**src/rtl/bas_pkg.sv**
```systemverilog
// Shared constants and types for the bit array shifter.
// Assumes a 32-bit AXI4-Lite register bus and 16-bit data words.
package bas_pkg;
  // Register byte offsets
  localparam logic [7:0] OFF_EVAL = 8'h00;
  localparam logic [7:0] OFF_STATUS = 8'h04;
  localparam logic [7:0] OFF_INDEX = 8'h08;
  localparam logic [7:0] OFF_CSEL = 8'h0c;
  localparam logic [7:0] OFF_CSTAT = 8'h10;
  localparam logic [7:0] OFF_CLEN = 8'h14;
  localparam logic [7:0] OFF_DADDR = 8'h18;
  localparam logic [7:0] OFF_DDATA = 8'h1c;
  localparam logic [7:0] OFF_IRQ_STAT = 8'h20;
  localparam logic [7:0] OFF_IRQ_CLR = 8'h24;
  localparam logic [7:0] OFF_IRQ_EN = 8'h28;
  // Control element status bit positions
  localparam int EN_BIT = 15;
  localparam int DN_BIT = 13;
  localparam int ER_BIT = 11;
  localparam int UL_BIT = 10;
  // Status register bit positions
  localparam int ST_BUSY_BIT = 0;
  localparam int ST_MAJOR_BIT = 1;
  // Event bit positions
  localparam int EV_DONE = 0;
  localparam int EV_FAULT = 1;
  localparam int EV_MAJOR = 2;
  localparam int EV_NUM = 3;
  // Function codes
  localparam logic [7:0] FC_SHIFT_UP = 8'h96;
  localparam logic [7:0] FC_SHIFT_DOWN = 8'h97;
  localparam logic [7:0] FC_SEQ_OUT = 8'h98;
  localparam logic [7:0] FC_SEQ_CMP = 8'h99;
  // Limits, reset values and bus response codes
  localparam logic [15:0] MAX_BITS = 16'h0690;
  localparam logic [15:0] STAT_RESET = 16'h0000;
  localparam logic [15:0] LEN_RESET = 16'h0000;
  localparam logic [1:0] RESP_OKAY = 2'h0;
  localparam logic [1:0] RESP_SLVERR = 2'h2;
  // Evaluation command word
  typedef struct packed {
    logic [15:0] pos;
    logic [1:0] rsvd;
    logic src;
    logic rung;
    logic [3:0] ctrl;
    logic [7:0] code;
  } bas_eval_t;
  typedef enum logic [1:0] {
    ST_IDLE = 2'b01,
    ST_SHIFT = 2'b10
  } bas_state_t;
endpackage

```
**src/rtl/bas_shifter.sv**
```systemverilog
// Bit array shifter with control elements, data file and index register.
// Assumes an AXI4-Lite master on the one 100 MHz clock, async active-low reset.
`timescale 1ns/1ps
`default_nettype none
module bas_shifter #(
  parameter int NUM_CTRL = 4,
  parameter int FILE_WORDS = 105
) (
  input wire logic REF_CLK_IN,
  input wire logic RST_B_IN,
  input wire logic S_AXI_AWVALID_IN,
  output logic S_AXI_AWREADY_OUT,
  input wire logic [7:0] S_AXI_AWADDR_IN,
  input wire logic S_AXI_WVALID_IN,
  output logic S_AXI_WREADY_OUT,
  input wire logic [31:0] S_AXI_WDATA_IN,
  input wire logic [3:0] S_AXI_WSTRB_IN,
  output logic S_AXI_BVALID_OUT,
  input wire logic S_AXI_BREADY_IN,
  output logic [1:0] S_AXI_BRESP_OUT,
  input wire logic S_AXI_ARVALID_IN,
  output logic S_AXI_ARREADY_OUT,
  input wire logic [7:0] S_AXI_ARADDR_IN,
  output logic S_AXI_RVALID_OUT,
  input wire logic S_AXI_RREADY_IN,
  output logic [31:0] S_AXI_RDATA_OUT,
  output logic [1:0] S_AXI_RRESP_OUT,
  output logic IRQ_OUT
);
  localparam int CW = (NUM_CTRL > 1) ? $clog2(NUM_CTRL) : 1;
  localparam int WW = $clog2(FILE_WORDS + 1);
  localparam logic [15:0] FILE_BITS = 16'(FILE_WORDS * 16);
  // Parameter sanity
  if (NUM_CTRL < 1 || NUM_CTRL > 16) begin : g_bad_ctrl
    $error("NUM_CTRL must be 1 to 16");
  end
  if (FILE_WORDS < 1 || FILE_WORDS > 4095) begin : g_bad_file
    $error("FILE_WORDS must be 1 to 4095");
  end

  bas_pkg::bas_state_t state;
  logic [15:0] mem [FILE_WORDS];
  logic [15:0] ctl_stat [NUM_CTRL];
  logic [15:0] ctl_len [NUM_CTRL];
  logic [15:0] index_reg;
  logic major;
  logic [CW-1:0] csel;
  logic [WW-1:0] daddr;
  logic [bas_pkg::EV_NUM-1:0] irq_en;
  logic [bas_pkg::EV_NUM-1:0] irq_stat;
  logic [bas_pkg::EV_NUM-1:0] ev;
  logic [bas_pkg::EV_NUM-1:0] irq_clr;
  logic aw_got, w_got, ar_got;
  logic [7:0] aw_addr, ar_addr;
  logic [31:0] w_data;
  logic [3:0] w_strb;
  logic [WW-1:0] wi, last_wi;
  logic [3:0] last_pos;
  logic dir_up, carry;
  logic [CW-1:0] cur;

  // Register read value for a byte address
  function automatic logic [31:0] reg_rd(input logic [7:0] a);
    case (a)
      bas_pkg::OFF_STATUS: reg_rd = {30'h0, major, state == bas_pkg::ST_SHIFT};
      bas_pkg::OFF_INDEX: reg_rd = {16'h0, index_reg};
      bas_pkg::OFF_CSEL: reg_rd = 32'(csel);
      bas_pkg::OFF_CSTAT: reg_rd = {16'h0, ctl_stat[csel]};
      bas_pkg::OFF_CLEN: reg_rd = {16'h0, ctl_len[csel]};
      bas_pkg::OFF_DADDR: reg_rd = 32'(daddr);
      bas_pkg::OFF_DDATA: reg_rd = (32'(daddr) < FILE_WORDS) ? {16'h0, mem[daddr]} : 32'h0;
      bas_pkg::OFF_IRQ_STAT: reg_rd = 32'(irq_stat);
      bas_pkg::OFF_IRQ_EN: reg_rd = 32'(irq_en);
      default: reg_rd = 32'h0;
    endcase
  endfunction

  // Address is a mapped register
  function automatic logic reg_hit(input logic [7:0] a);
    reg_hit = (a[1:0] == 2'h0) && (a <= bas_pkg::OFF_IRQ_EN);
  endfunction

  // Bus write decode, readback of the addressed register (a process, so it tracks contents), lane merge
  logic idle, wr_exec, rd_exec;
  logic [31:0] wd, aw_rd;
  always_comb aw_rd = reg_rd(aw_addr);
  assign idle = (state == bas_pkg::ST_IDLE);
  assign wr_exec = aw_got && w_got && !S_AXI_BVALID_OUT && idle;
  assign rd_exec = ar_got && !S_AXI_RVALID_OUT && idle;
  for (genvar b = 0; b < 4; b++) begin : g_lane
    assign wd[8*b +: 8] = w_strb[b] ? w_data[8*b +: 8] : aw_rd[8*b +: 8];
  end
  logic wr_ok;
  assign wr_ok = wr_exec && reg_hit(aw_addr);
  assign irq_clr = (wr_ok && aw_addr == bas_pkg::OFF_IRQ_CLR) ? wd[bas_pkg::EV_NUM-1:0] : '0;

  // Evaluation command decode
  bas_pkg::bas_eval_t evc;
  logic eval_go, ctl_ok, is_up, is_shift, is_seq, rise;
  logic [CW-1:0] ev_ctl;
  logic [15:0] cur_len, len_m1;
  logic len_neg, len_zero, len_over;
  assign evc = bas_pkg::bas_eval_t'(wd);
  assign ctl_ok = 32'(evc.ctrl) < NUM_CTRL;
  assign eval_go = wr_ok && aw_addr == bas_pkg::OFF_EVAL && ctl_ok;
  assign ev_ctl = evc.ctrl[CW-1:0];
  assign is_up = evc.code == bas_pkg::FC_SHIFT_UP;
  assign is_shift = is_up || evc.code == bas_pkg::FC_SHIFT_DOWN;
  assign is_seq = evc.code == bas_pkg::FC_SEQ_OUT || evc.code == bas_pkg::FC_SEQ_CMP;
  assign rise = evc.rung && !ctl_stat[ev_ctl][bas_pkg::EN_BIT];
  assign cur_len = ctl_len[ev_ctl];
  assign len_neg = cur_len[15];
  assign len_zero = cur_len == 16'h0000;
  assign len_over = !len_neg && (cur_len > bas_pkg::MAX_BITS || cur_len > FILE_BITS);
  assign len_m1 = cur_len - 16'h0001;
  logic go_shift, go_zero, go_neg, go_major;
  assign go_neg = eval_go && is_shift && rise && len_neg;
  assign go_major = eval_go && is_shift && rise && len_over;
  assign go_zero = eval_go && is_shift && rise && len_zero;
  assign go_shift = eval_go && is_shift && rise && !len_neg && !len_over && !len_zero;

  // Word step of the running shift
  logic [15:0] w_new;
  logic c_new, step_last, step_end;
  assign step_last = (wi == last_wi);
  assign step_end = dir_up ? step_last : (wi == '0);
  bas_word_shift u_step (
    .word_in(mem[wi]),
    .dir_up_in(dir_up),
    .carry_in(carry),
    .is_last_in(step_last),
    .last_pos_in(last_pos),
    .word_out(w_new),
    .carry_out(c_new)
  );

  // Write address and data channels
  always_ff @(posedge REF_CLK_IN or negedge RST_B_IN) begin
    if (!RST_B_IN) begin
      S_AXI_AWREADY_OUT <= 1'b1;
      S_AXI_WREADY_OUT <= 1'b1;
      aw_got <= 1'b0;
      w_got <= 1'b0;
      aw_addr <= 8'h00;
      w_data <= 32'h0;
      w_strb <= 4'h0;
    end else begin
      if (S_AXI_AWREADY_OUT && S_AXI_AWVALID_IN) begin
        S_AXI_AWREADY_OUT <= 1'b0;
        aw_got <= 1'b1;
        aw_addr <= S_AXI_AWADDR_IN;
      end
      if (S_AXI_WREADY_OUT && S_AXI_WVALID_IN) begin
        S_AXI_WREADY_OUT <= 1'b0;
        w_got <= 1'b1;
        w_data <= S_AXI_WDATA_IN;
        w_strb <= S_AXI_WSTRB_IN;
      end
      if (wr_exec) begin
        aw_got <= 1'b0;
        w_got <= 1'b0;
      end
      if (S_AXI_BVALID_OUT && S_AXI_BREADY_IN) begin
        S_AXI_AWREADY_OUT <= 1'b1;
        S_AXI_WREADY_OUT <= 1'b1;
      end
    end
  end

  // Write response; bad address or evaluation control index answers SLVERR
  always_ff @(posedge REF_CLK_IN or negedge RST_B_IN) begin
    if (!RST_B_IN) begin
      S_AXI_BVALID_OUT <= 1'b0;
      S_AXI_BRESP_OUT <= bas_pkg::RESP_OKAY;
    end else if (wr_exec) begin
      S_AXI_BVALID_OUT <= 1'b1;
      S_AXI_BRESP_OUT <= (reg_hit(aw_addr) && (aw_addr != bas_pkg::OFF_EVAL || ctl_ok)) ?
                         bas_pkg::RESP_OKAY : bas_pkg::RESP_SLVERR;
    end else if (S_AXI_BREADY_IN) begin
      S_AXI_BVALID_OUT <= 1'b0;
    end
  end

  // Read channels
  always_ff @(posedge REF_CLK_IN or negedge RST_B_IN) begin
    if (!RST_B_IN) begin
      S_AXI_ARREADY_OUT <= 1'b1;
      S_AXI_RVALID_OUT <= 1'b0;
      S_AXI_RDATA_OUT <= 32'h0;
      S_AXI_RRESP_OUT <= bas_pkg::RESP_OKAY;
      ar_got <= 1'b0;
      ar_addr <= 8'h00;
    end else begin
      if (S_AXI_ARREADY_OUT && S_AXI_ARVALID_IN) begin
        S_AXI_ARREADY_OUT <= 1'b0;
        ar_got <= 1'b1;
        ar_addr <= S_AXI_ARADDR_IN;
      end
      if (rd_exec) begin
        ar_got <= 1'b0;
        S_AXI_RVALID_OUT <= 1'b1;
        S_AXI_RDATA_OUT <= reg_hit(ar_addr) ? reg_rd(ar_addr) : 32'h0;
        S_AXI_RRESP_OUT <= reg_hit(ar_addr) ? bas_pkg::RESP_OKAY : bas_pkg::RESP_SLVERR;
      end else if (S_AXI_RVALID_OUT && S_AXI_RREADY_IN) begin
        S_AXI_RVALID_OUT <= 1'b0;
        S_AXI_ARREADY_OUT <= 1'b1;
      end
    end
  end

  // Plain software registers
  always_ff @(posedge REF_CLK_IN or negedge RST_B_IN) begin
    if (!RST_B_IN) begin
      csel <= '0;
      daddr <= '0;
      irq_en <= '0;
    end else if (wr_ok) begin
      if (aw_addr == bas_pkg::OFF_CSEL && 32'(wd[3:0]) < NUM_CTRL) csel <= wd[CW-1:0];
      if (aw_addr == bas_pkg::OFF_DADDR) daddr <= wd[WW-1:0];
      if (aw_addr == bas_pkg::OFF_IRQ_EN) irq_en <= wd[bas_pkg::EV_NUM-1:0];
    end
  end

  // Data file: bus writes when idle, shift steps when running
  always_ff @(posedge REF_CLK_IN) begin
    if (state == bas_pkg::ST_SHIFT) begin
      mem[wi] <= w_new;
    end else if (wr_ok && aw_addr == bas_pkg::OFF_DDATA && 32'(daddr) < FILE_WORDS) begin
      mem[daddr] <= wd[15:0];
    end
  end

  // Shift sequencing, one word per clock, busy holds off the bus
  always_ff @(posedge REF_CLK_IN or negedge RST_B_IN) begin
    if (!RST_B_IN) begin
      state <= bas_pkg::ST_IDLE;
      wi <= '0;
      last_wi <= '0;
      last_pos <= 4'h0;
      dir_up <= 1'b1;
      carry <= 1'b0;
      cur <= '0;
    end else begin
      unique case (state)
        bas_pkg::ST_IDLE: begin
          if (eval_go) cur <= ev_ctl;
          if (go_shift) begin
            state <= bas_pkg::ST_SHIFT;
            dir_up <= is_up;
            carry <= evc.src;
            last_wi <= len_m1[WW+3:4];
            last_pos <= len_m1[3:0];
            wi <= is_up ? '0 : len_m1[WW+3:4];
          end
        end
        bas_pkg::ST_SHIFT: begin
          carry <= c_new;
          if (step_end) begin
            state <= bas_pkg::ST_IDLE;
          end else begin
            wi <= dir_up ? wi + 1'b1 : wi - 1'b1;
          end
        end
      endcase
    end
  end

  // Control elements, index register and major fault
  always_ff @(posedge REF_CLK_IN or negedge RST_B_IN) begin
    if (!RST_B_IN) begin
      for (int i = 0; i < NUM_CTRL; i++) begin
        ctl_stat[i] <= bas_pkg::STAT_RESET;
        ctl_len[i] <= bas_pkg::LEN_RESET;
      end
      index_reg <= 16'h0000;
      major <= 1'b0;
    end else begin
      if (wr_ok && aw_addr == bas_pkg::OFF_CSTAT) ctl_stat[csel] <= wd[15:0];
      if (wr_ok && aw_addr == bas_pkg::OFF_CLEN) ctl_len[csel] <= wd[15:0];
      if (wr_ok && aw_addr == bas_pkg::OFF_STATUS && wd[bas_pkg::ST_MAJOR_BIT]) major <= 1'b0;
      if (eval_go && is_shift && !evc.rung) begin
        ctl_stat[ev_ctl][bas_pkg::EN_BIT] <= 1'b0;
        ctl_stat[ev_ctl][bas_pkg::DN_BIT] <= 1'b0;
        ctl_stat[ev_ctl][bas_pkg::ER_BIT] <= 1'b0;
      end
      if (eval_go && is_shift && rise) ctl_stat[ev_ctl][bas_pkg::EN_BIT] <= 1'b1;
      if (go_neg) ctl_stat[ev_ctl][bas_pkg::ER_BIT] <= 1'b1;
      if (go_major) major <= 1'b1;
      if (go_zero) begin
        ctl_stat[ev_ctl][bas_pkg::UL_BIT] <= evc.src;
        ctl_stat[ev_ctl][bas_pkg::DN_BIT] <= 1'b1;
      end
      if (go_zero || go_shift) index_reg <= 16'h0000;
      if (eval_go && is_seq && evc.rung) index_reg <= evc.pos;
      if (state == bas_pkg::ST_SHIFT && step_end) begin
        ctl_stat[cur][bas_pkg::UL_BIT] <= c_new;
        ctl_stat[cur][bas_pkg::DN_BIT] <= 1'b1;
      end
    end
  end

  // Interrupt events
  assign ev[bas_pkg::EV_DONE] = go_zero || (state == bas_pkg::ST_SHIFT && step_end);
  assign ev[bas_pkg::EV_FAULT] = go_neg;
  assign ev[bas_pkg::EV_MAJOR] = go_major;
  bas_irq #(.N(bas_pkg::EV_NUM)) u_irq (
    .clk_in(REF_CLK_IN),
    .rst_b_in(RST_B_IN),
    .event_in(ev),
    .clear_in(irq_clr),
    .enable_in(irq_en),
    .stat_out(irq_stat),
    .irq_out(IRQ_OUT)
  );
endmodule // bas_shifter
`default_nettype wire

```
**src/rtl/bas_word_shift.sv**
```systemverilog
// One 16-bit word step of an array shift, purely combinational.
// Assumes the caller walks words upward for shift-up, downward for shift-down.
`timescale 1ns/1ps
`default_nettype none
module bas_word_shift (
  input wire logic [15:0] word_in,
  input wire logic dir_up_in,
  input wire logic carry_in,
  input wire logic is_last_in,
  input wire logic [3:0] last_pos_in,
  output logic [15:0] word_out,
  output logic carry_out
);
  logic [16:0] mask_wide;
  logic [15:0] mask;
  logic [15:0] up_word;
  logic [15:0] down_word;
  logic [15:0] ins_bit;
  // Bits above the last array bit are cleared in the last word
  assign mask_wide = (17'h00002 << last_pos_in) - 17'h00001;
  assign mask = is_last_in ? mask_wide[15:0] : 16'hffff;
  assign ins_bit = carry_in ? (16'h0001 << last_pos_in) : 16'h0000;
  assign up_word = {word_in[14:0], carry_in} & mask;
  assign down_word = is_last_in ? (((word_in & mask) >> 1) | ins_bit) : {carry_in, word_in[15:1]};
  assign word_out = dir_up_in ? up_word : down_word;
  assign carry_out = dir_up_in ? (is_last_in ? word_in[last_pos_in] : word_in[15]) : word_in[0];
endmodule // bas_word_shift
`default_nettype wire

```
**src/rtl/bas_irq.sv**
```systemverilog
// Sticky event status, enable mask and level interrupt.
// Assumes events and clears are one-cycle pulses on the block clock.
`timescale 1ns/1ps
`default_nettype none
module bas_irq #(
  parameter int N = 3
) (
  input wire logic clk_in,
  input wire logic rst_b_in,
  input wire logic [N-1:0] event_in,
  input wire logic [N-1:0] clear_in,
  input wire logic [N-1:0] enable_in,
  output logic [N-1:0] stat_out,
  output logic irq_out
);
  // Set wins over a clear in the same cycle
  always_ff @(posedge clk_in or negedge rst_b_in) begin
    if (!rst_b_in) begin
      stat_out <= '0;
      irq_out <= 1'b0;
    end else begin
      stat_out <= (stat_out & ~clear_in) | event_in;
      irq_out <= |(((stat_out & ~clear_in) | event_in) & enable_in);
    end
  end
endmodule // bas_irq
`default_nettype wire

```
**config.mk**
```make
export PLATFORM = sky130hd
export DESIGN_NAME = bas_shifter
export DESIGN_NICKNAME = d
export VERILOG_FILES = /design/src/rtl/bas_pkg.sv /design/src/rtl/bas_shifter.sv /design/src/rtl/bas_word_shift.sv /design/src/rtl/bas_irq.sv
export SDC_FILE = /design/constraint.sdc
export NUM_CORES = 2
export LEC_CHECK = 0
export BUFFER_PORTS_ARGS = -buffer_cell sky130_fd_sc_hd__buf_2
export CAP_MARGIN = 5
export CELL_PAD_IN_SITES_DETAIL_PLACEMENT = 0
export CELL_PAD_IN_SITES_GLOBAL_PLACEMENT = 2
export CORE_ASPECT_RATIO = 0.5
export CORE_MARGIN = 2
export CORE_UTILIZATION = 25
export DETAILED_ROUTE_END_ITERATION = 8
export GPL_ROUTABILITY_DRIVEN = 0
export PLACE_DENSITY = 0.51
export SETUP_SLACK_MARGIN = 0.2
export SLEW_MARGIN = 20
export SYNTH_ARGS = -nofsm -noshare
export SYNTH_HDL_FRONTEND = slang
export SYNTH_HIERARCHICAL = 1
export SYNTH_SLANG_ARGS = --single-unit
```
**constraint.sdc**
```tcl
create_clock -name REF_CLK_IN -period 11.46 [get_ports REF_CLK_IN]
set_input_delay 1.146 -clock REF_CLK_IN [delete_from_list [all_inputs] [get_ports REF_CLK_IN]]
set_output_delay 1.146 -clock REF_CLK_IN [all_outputs]
set_load 0.1 [all_outputs]
```
==> metrics <==
fmax around 0.13 GHz; relative max-transition margin 15.2%; Post-CTS Hold Buffers 0; Reg2Reg Launch Point daddr[1]; clock root cell clkbuf_16; RSZ-0062 raised after global routing no; Worst Tran Pin Value around 1.3 ns; final count of negative-setup-slack endpoints 0; die area around 380000 um^2; Vias/cell between 5 and 6; vias in the first global route between 60000 and 70000; skew final 0.109 ns; CP startpoint kind flop; fin area around 110000 um^2; # fillers ~38000; die width approximately 870 um; Power Dens Cells 137 nW/um^2; gr ovfl total 0; Synth Flop Type edfxtp_1; pre-CTS worst setup slack around 3.6 ns; crit share post-route between 60% and 70%; asr flop ratio synth between 10% and 20%; DP HPWL around 260000 um; Netlist cell types 109; setup TNS 0 ns; Final Hold Fails 0; Max Cap Violations 0; min setup slack post-route between 3 and 4 ns; post_cts resized 0; CP Launch Point daddr[1]; Top Registers mem: 1680 flops, ctl_len: 64 flops, ctl_stat: 64 flops; syn_area_per_cell between 15 and 20 um^2; Reg area roughly 57000 um^2; Worst R2R End carry; DRT Pass-1 Iters 6; Slew Limit Fails 0; area of the multi-input gates about 36000 um^2; Synth Warn # 6; Worst Setup EP carry; htree depth 4; Starting Density between 20 and 30%; minimum clock period around 8.0 ns; Hold WC Path Type in2async; die height 439 um; TritonCTS Buffers 212; placed inst area roughly 100000 um^2; insertion delay to the later sink of the worst-skew pair approximately 0.94 ns; CP required 12.23 ns; CTS tree built; # IOs between 100 and 150; largest net degree at the start of global routing ~100; 1st-iter DRT viols 7793; P_leak about 30 nW; post-synthesis sequential area ratio between 60 and 70%; first-pass GRT wire length about 560000 um; Core Area 376000 um^2; Post-DRT Antenna Nets 0; Synth Instances a little over 6000; DRC viols 0; vias between 60000 and 70000; cells on worst reg2reg path 16; worst vdd ir 0.112 mV; #FFs+latches synth 1943; share of layout cells above drive strength 1 roughly a quarter; Top reg by flops mem; Nets 6303; critical path class reg2reg; R2R setup slack about 3.5 ns; Overall Global Routing Usage between 20% and 30%; Syn Std Cell Area between 90000 and 100000 um^2; clock-pin slew on the worst setup and hold paths ~0.07 ns; status complete, no violations; # port buffers roughly 80; post-CTS setup buffer count 0; worst-path maximum fanout 33; row cnt 159; initial antenna violation count 37; Post-synth EDFFs between 1500 and 2000; final wirelength 413000 um; CP Capture Type flop; Area Overhead vs Synth 15.0%; clock sink total about 2000; Longest Clk Path Bufs 4; max FFs per register roughly 1700; WL/cell 36.0 um; Critical Path AT 8.75 ns
## Yosys cell counts, types with 25 or more instances
| cell type | count | area [um^2] |
|---|---|---|
| mux2_2 | 136 | 1530 |
| nor3_1 | 127 | 636 |
| nand3_1 | 75 | 375 |
| a211oi_1 | 37 | 278 |
| nor2_1 | 254 | 953 |
| buf_2 | 34 | 170 |
| nand2_1 | 435 | 1630 |
| and2_1 | 25 | 156 |
| dfrtp_1 | 258 | 6460 |
| mux4_2 | 639 | 14400 |
| a31oi_1 | 39 | 244 |
| o22ai_1 | 143 | 895 |
| a221oi_1 | 40 | 350 |
| mux2i_1 | 582 | 5830 |
| a21oi_1 | 217 | 1090 |
| buf_6 | 25 | 282 |
| o221ai_1 | 167 | 1460 |
| buf_4 | 45 | 338 |
| o21ai_0 | 236 | 1180 |
| clkbuf_1 | 293 | 1100 |
| inv_1 | 51 | 191 |
| a22oi_1 | 65 | 488 |
| buf_1 | 95 | 357 |
| edfxtp_1 | 1680 | 50400 |
## critical path: stages (launching register included)
cell      delay, ns
dfrtp_4        0.95
buf_4          0.52
nand2b_2       0.52
buf_4          0.47
o311ai_0       0.20
a211o_1        0.41
o211ai_1       0.74
o31a_1         0.42
buf_4          0.50
a32oi_1        0.17
o221ai_1       0.52
ha_1           0.28
a41oi_1        0.12
o31ai_1        0.61
nand4_1        0.71
a21bo_2        0.43
a22oi_1        0.16
## per-layer routing
metal  global-route usage, %  routed length, um  vias up
li1                        -                  -    25298
met1                    30.9             192000    34206
met2                    32.0             183000     2403
met3                    3.67              28000      450
met4                    5.03              11100        6
met5                       0                 47        -
## power by group
group,internal (mW),total [mW],switching [mW]
registers,7.62,7.66,0.0405
logic,0.145,0.510,0.366
clock network,3.80,6.82,3.01
## kinds of logic after synthesis
logic type,Yosys count,synth area share [%]
other,1,0.00396
muxes,1369,23.2
DFF,1943,60.2
and+or+nand+nor,1086,5.25
adders and majority gates,9,0.127
xor gates and xnor gates,21,0.202
AOI/OAI and AO/OA,1147,8.17
buffers and inverters,563,2.83
## through the flow
stage | hold slack (ns) | power (mW) | util (%) | cells
after global placement | 0.458 | 8.32 | 27.2 | 11091
after CTS | 0.311 | 15.1 | 28.9 | 11470
final | 0.285 | 15.0 | 29.0 | 11484
after global routing | 0.370 | 15.4 | 28.9 | 11471
after detailed placement | 0.465 | 8.31 | 27.2 | 11092
after floorplan | 0.441 | 8.07 | - | 6156
## area by class of cell
| type | count | share of cell area (%) |
|---|---|---|
| multi-input combinational | 3650 | 33.0 |
| tap | 5071 | 5.82 |
| clock buffer | 271 | 5.16 |
| timing repair buffer | 371 | 2.54 |
| antenna | 14 | 0.0321 |
| clock inverter | 107 | 0.864 |
| inverter | 57 | 0.204 |
| sequential | 1943 | 52.4 |
## worst min-delay path by stage
stage | to | slack, ns
4_1_cts | w_data[17] | 0.31
5_1_grt | w_data[17] | 0.37
3_5_place_dp | ctl_stat[0] | 0.47
2_1_floorplan | ctl_stat[0] | 0.44
3_3_place_gp | ctl_stat[40] | 0.46
6_report | w_data[17] | 0.29
## cells in the final DEF (no fill, tap or decap), types with 16 or more instances in the layout
master,count
and3_1,16
clkinv_2,42
mux4_2,639
inv_1,48
o21ai_0,226
o211ai_1,17
nand3_1,75
nor2_2,58
a211oi_1,35
nor3_1,125
bufinv_16,16
a221o_1,18
a221oi_1,39
or2_2,19
clkinv_1,44
nand4_1,17
o21ai_1,16
buf_4,275
nand2b_1,18
nor2_4,51
a31oi_1,38
edfxtp_1,1680
conb_1,18
nor2_1,146
a21oi_1,217
and2_1,23
nand2_1,421
a22oi_1,61
clkbuf_1,52
clkbuf_16,214
buf_2,81
o22ai_1,142
mux2i_1,582
dfrtp_1,243
o221ai_1,167
mux2_2,136
No activity file was read; power rests on OpenSTA's default activity.
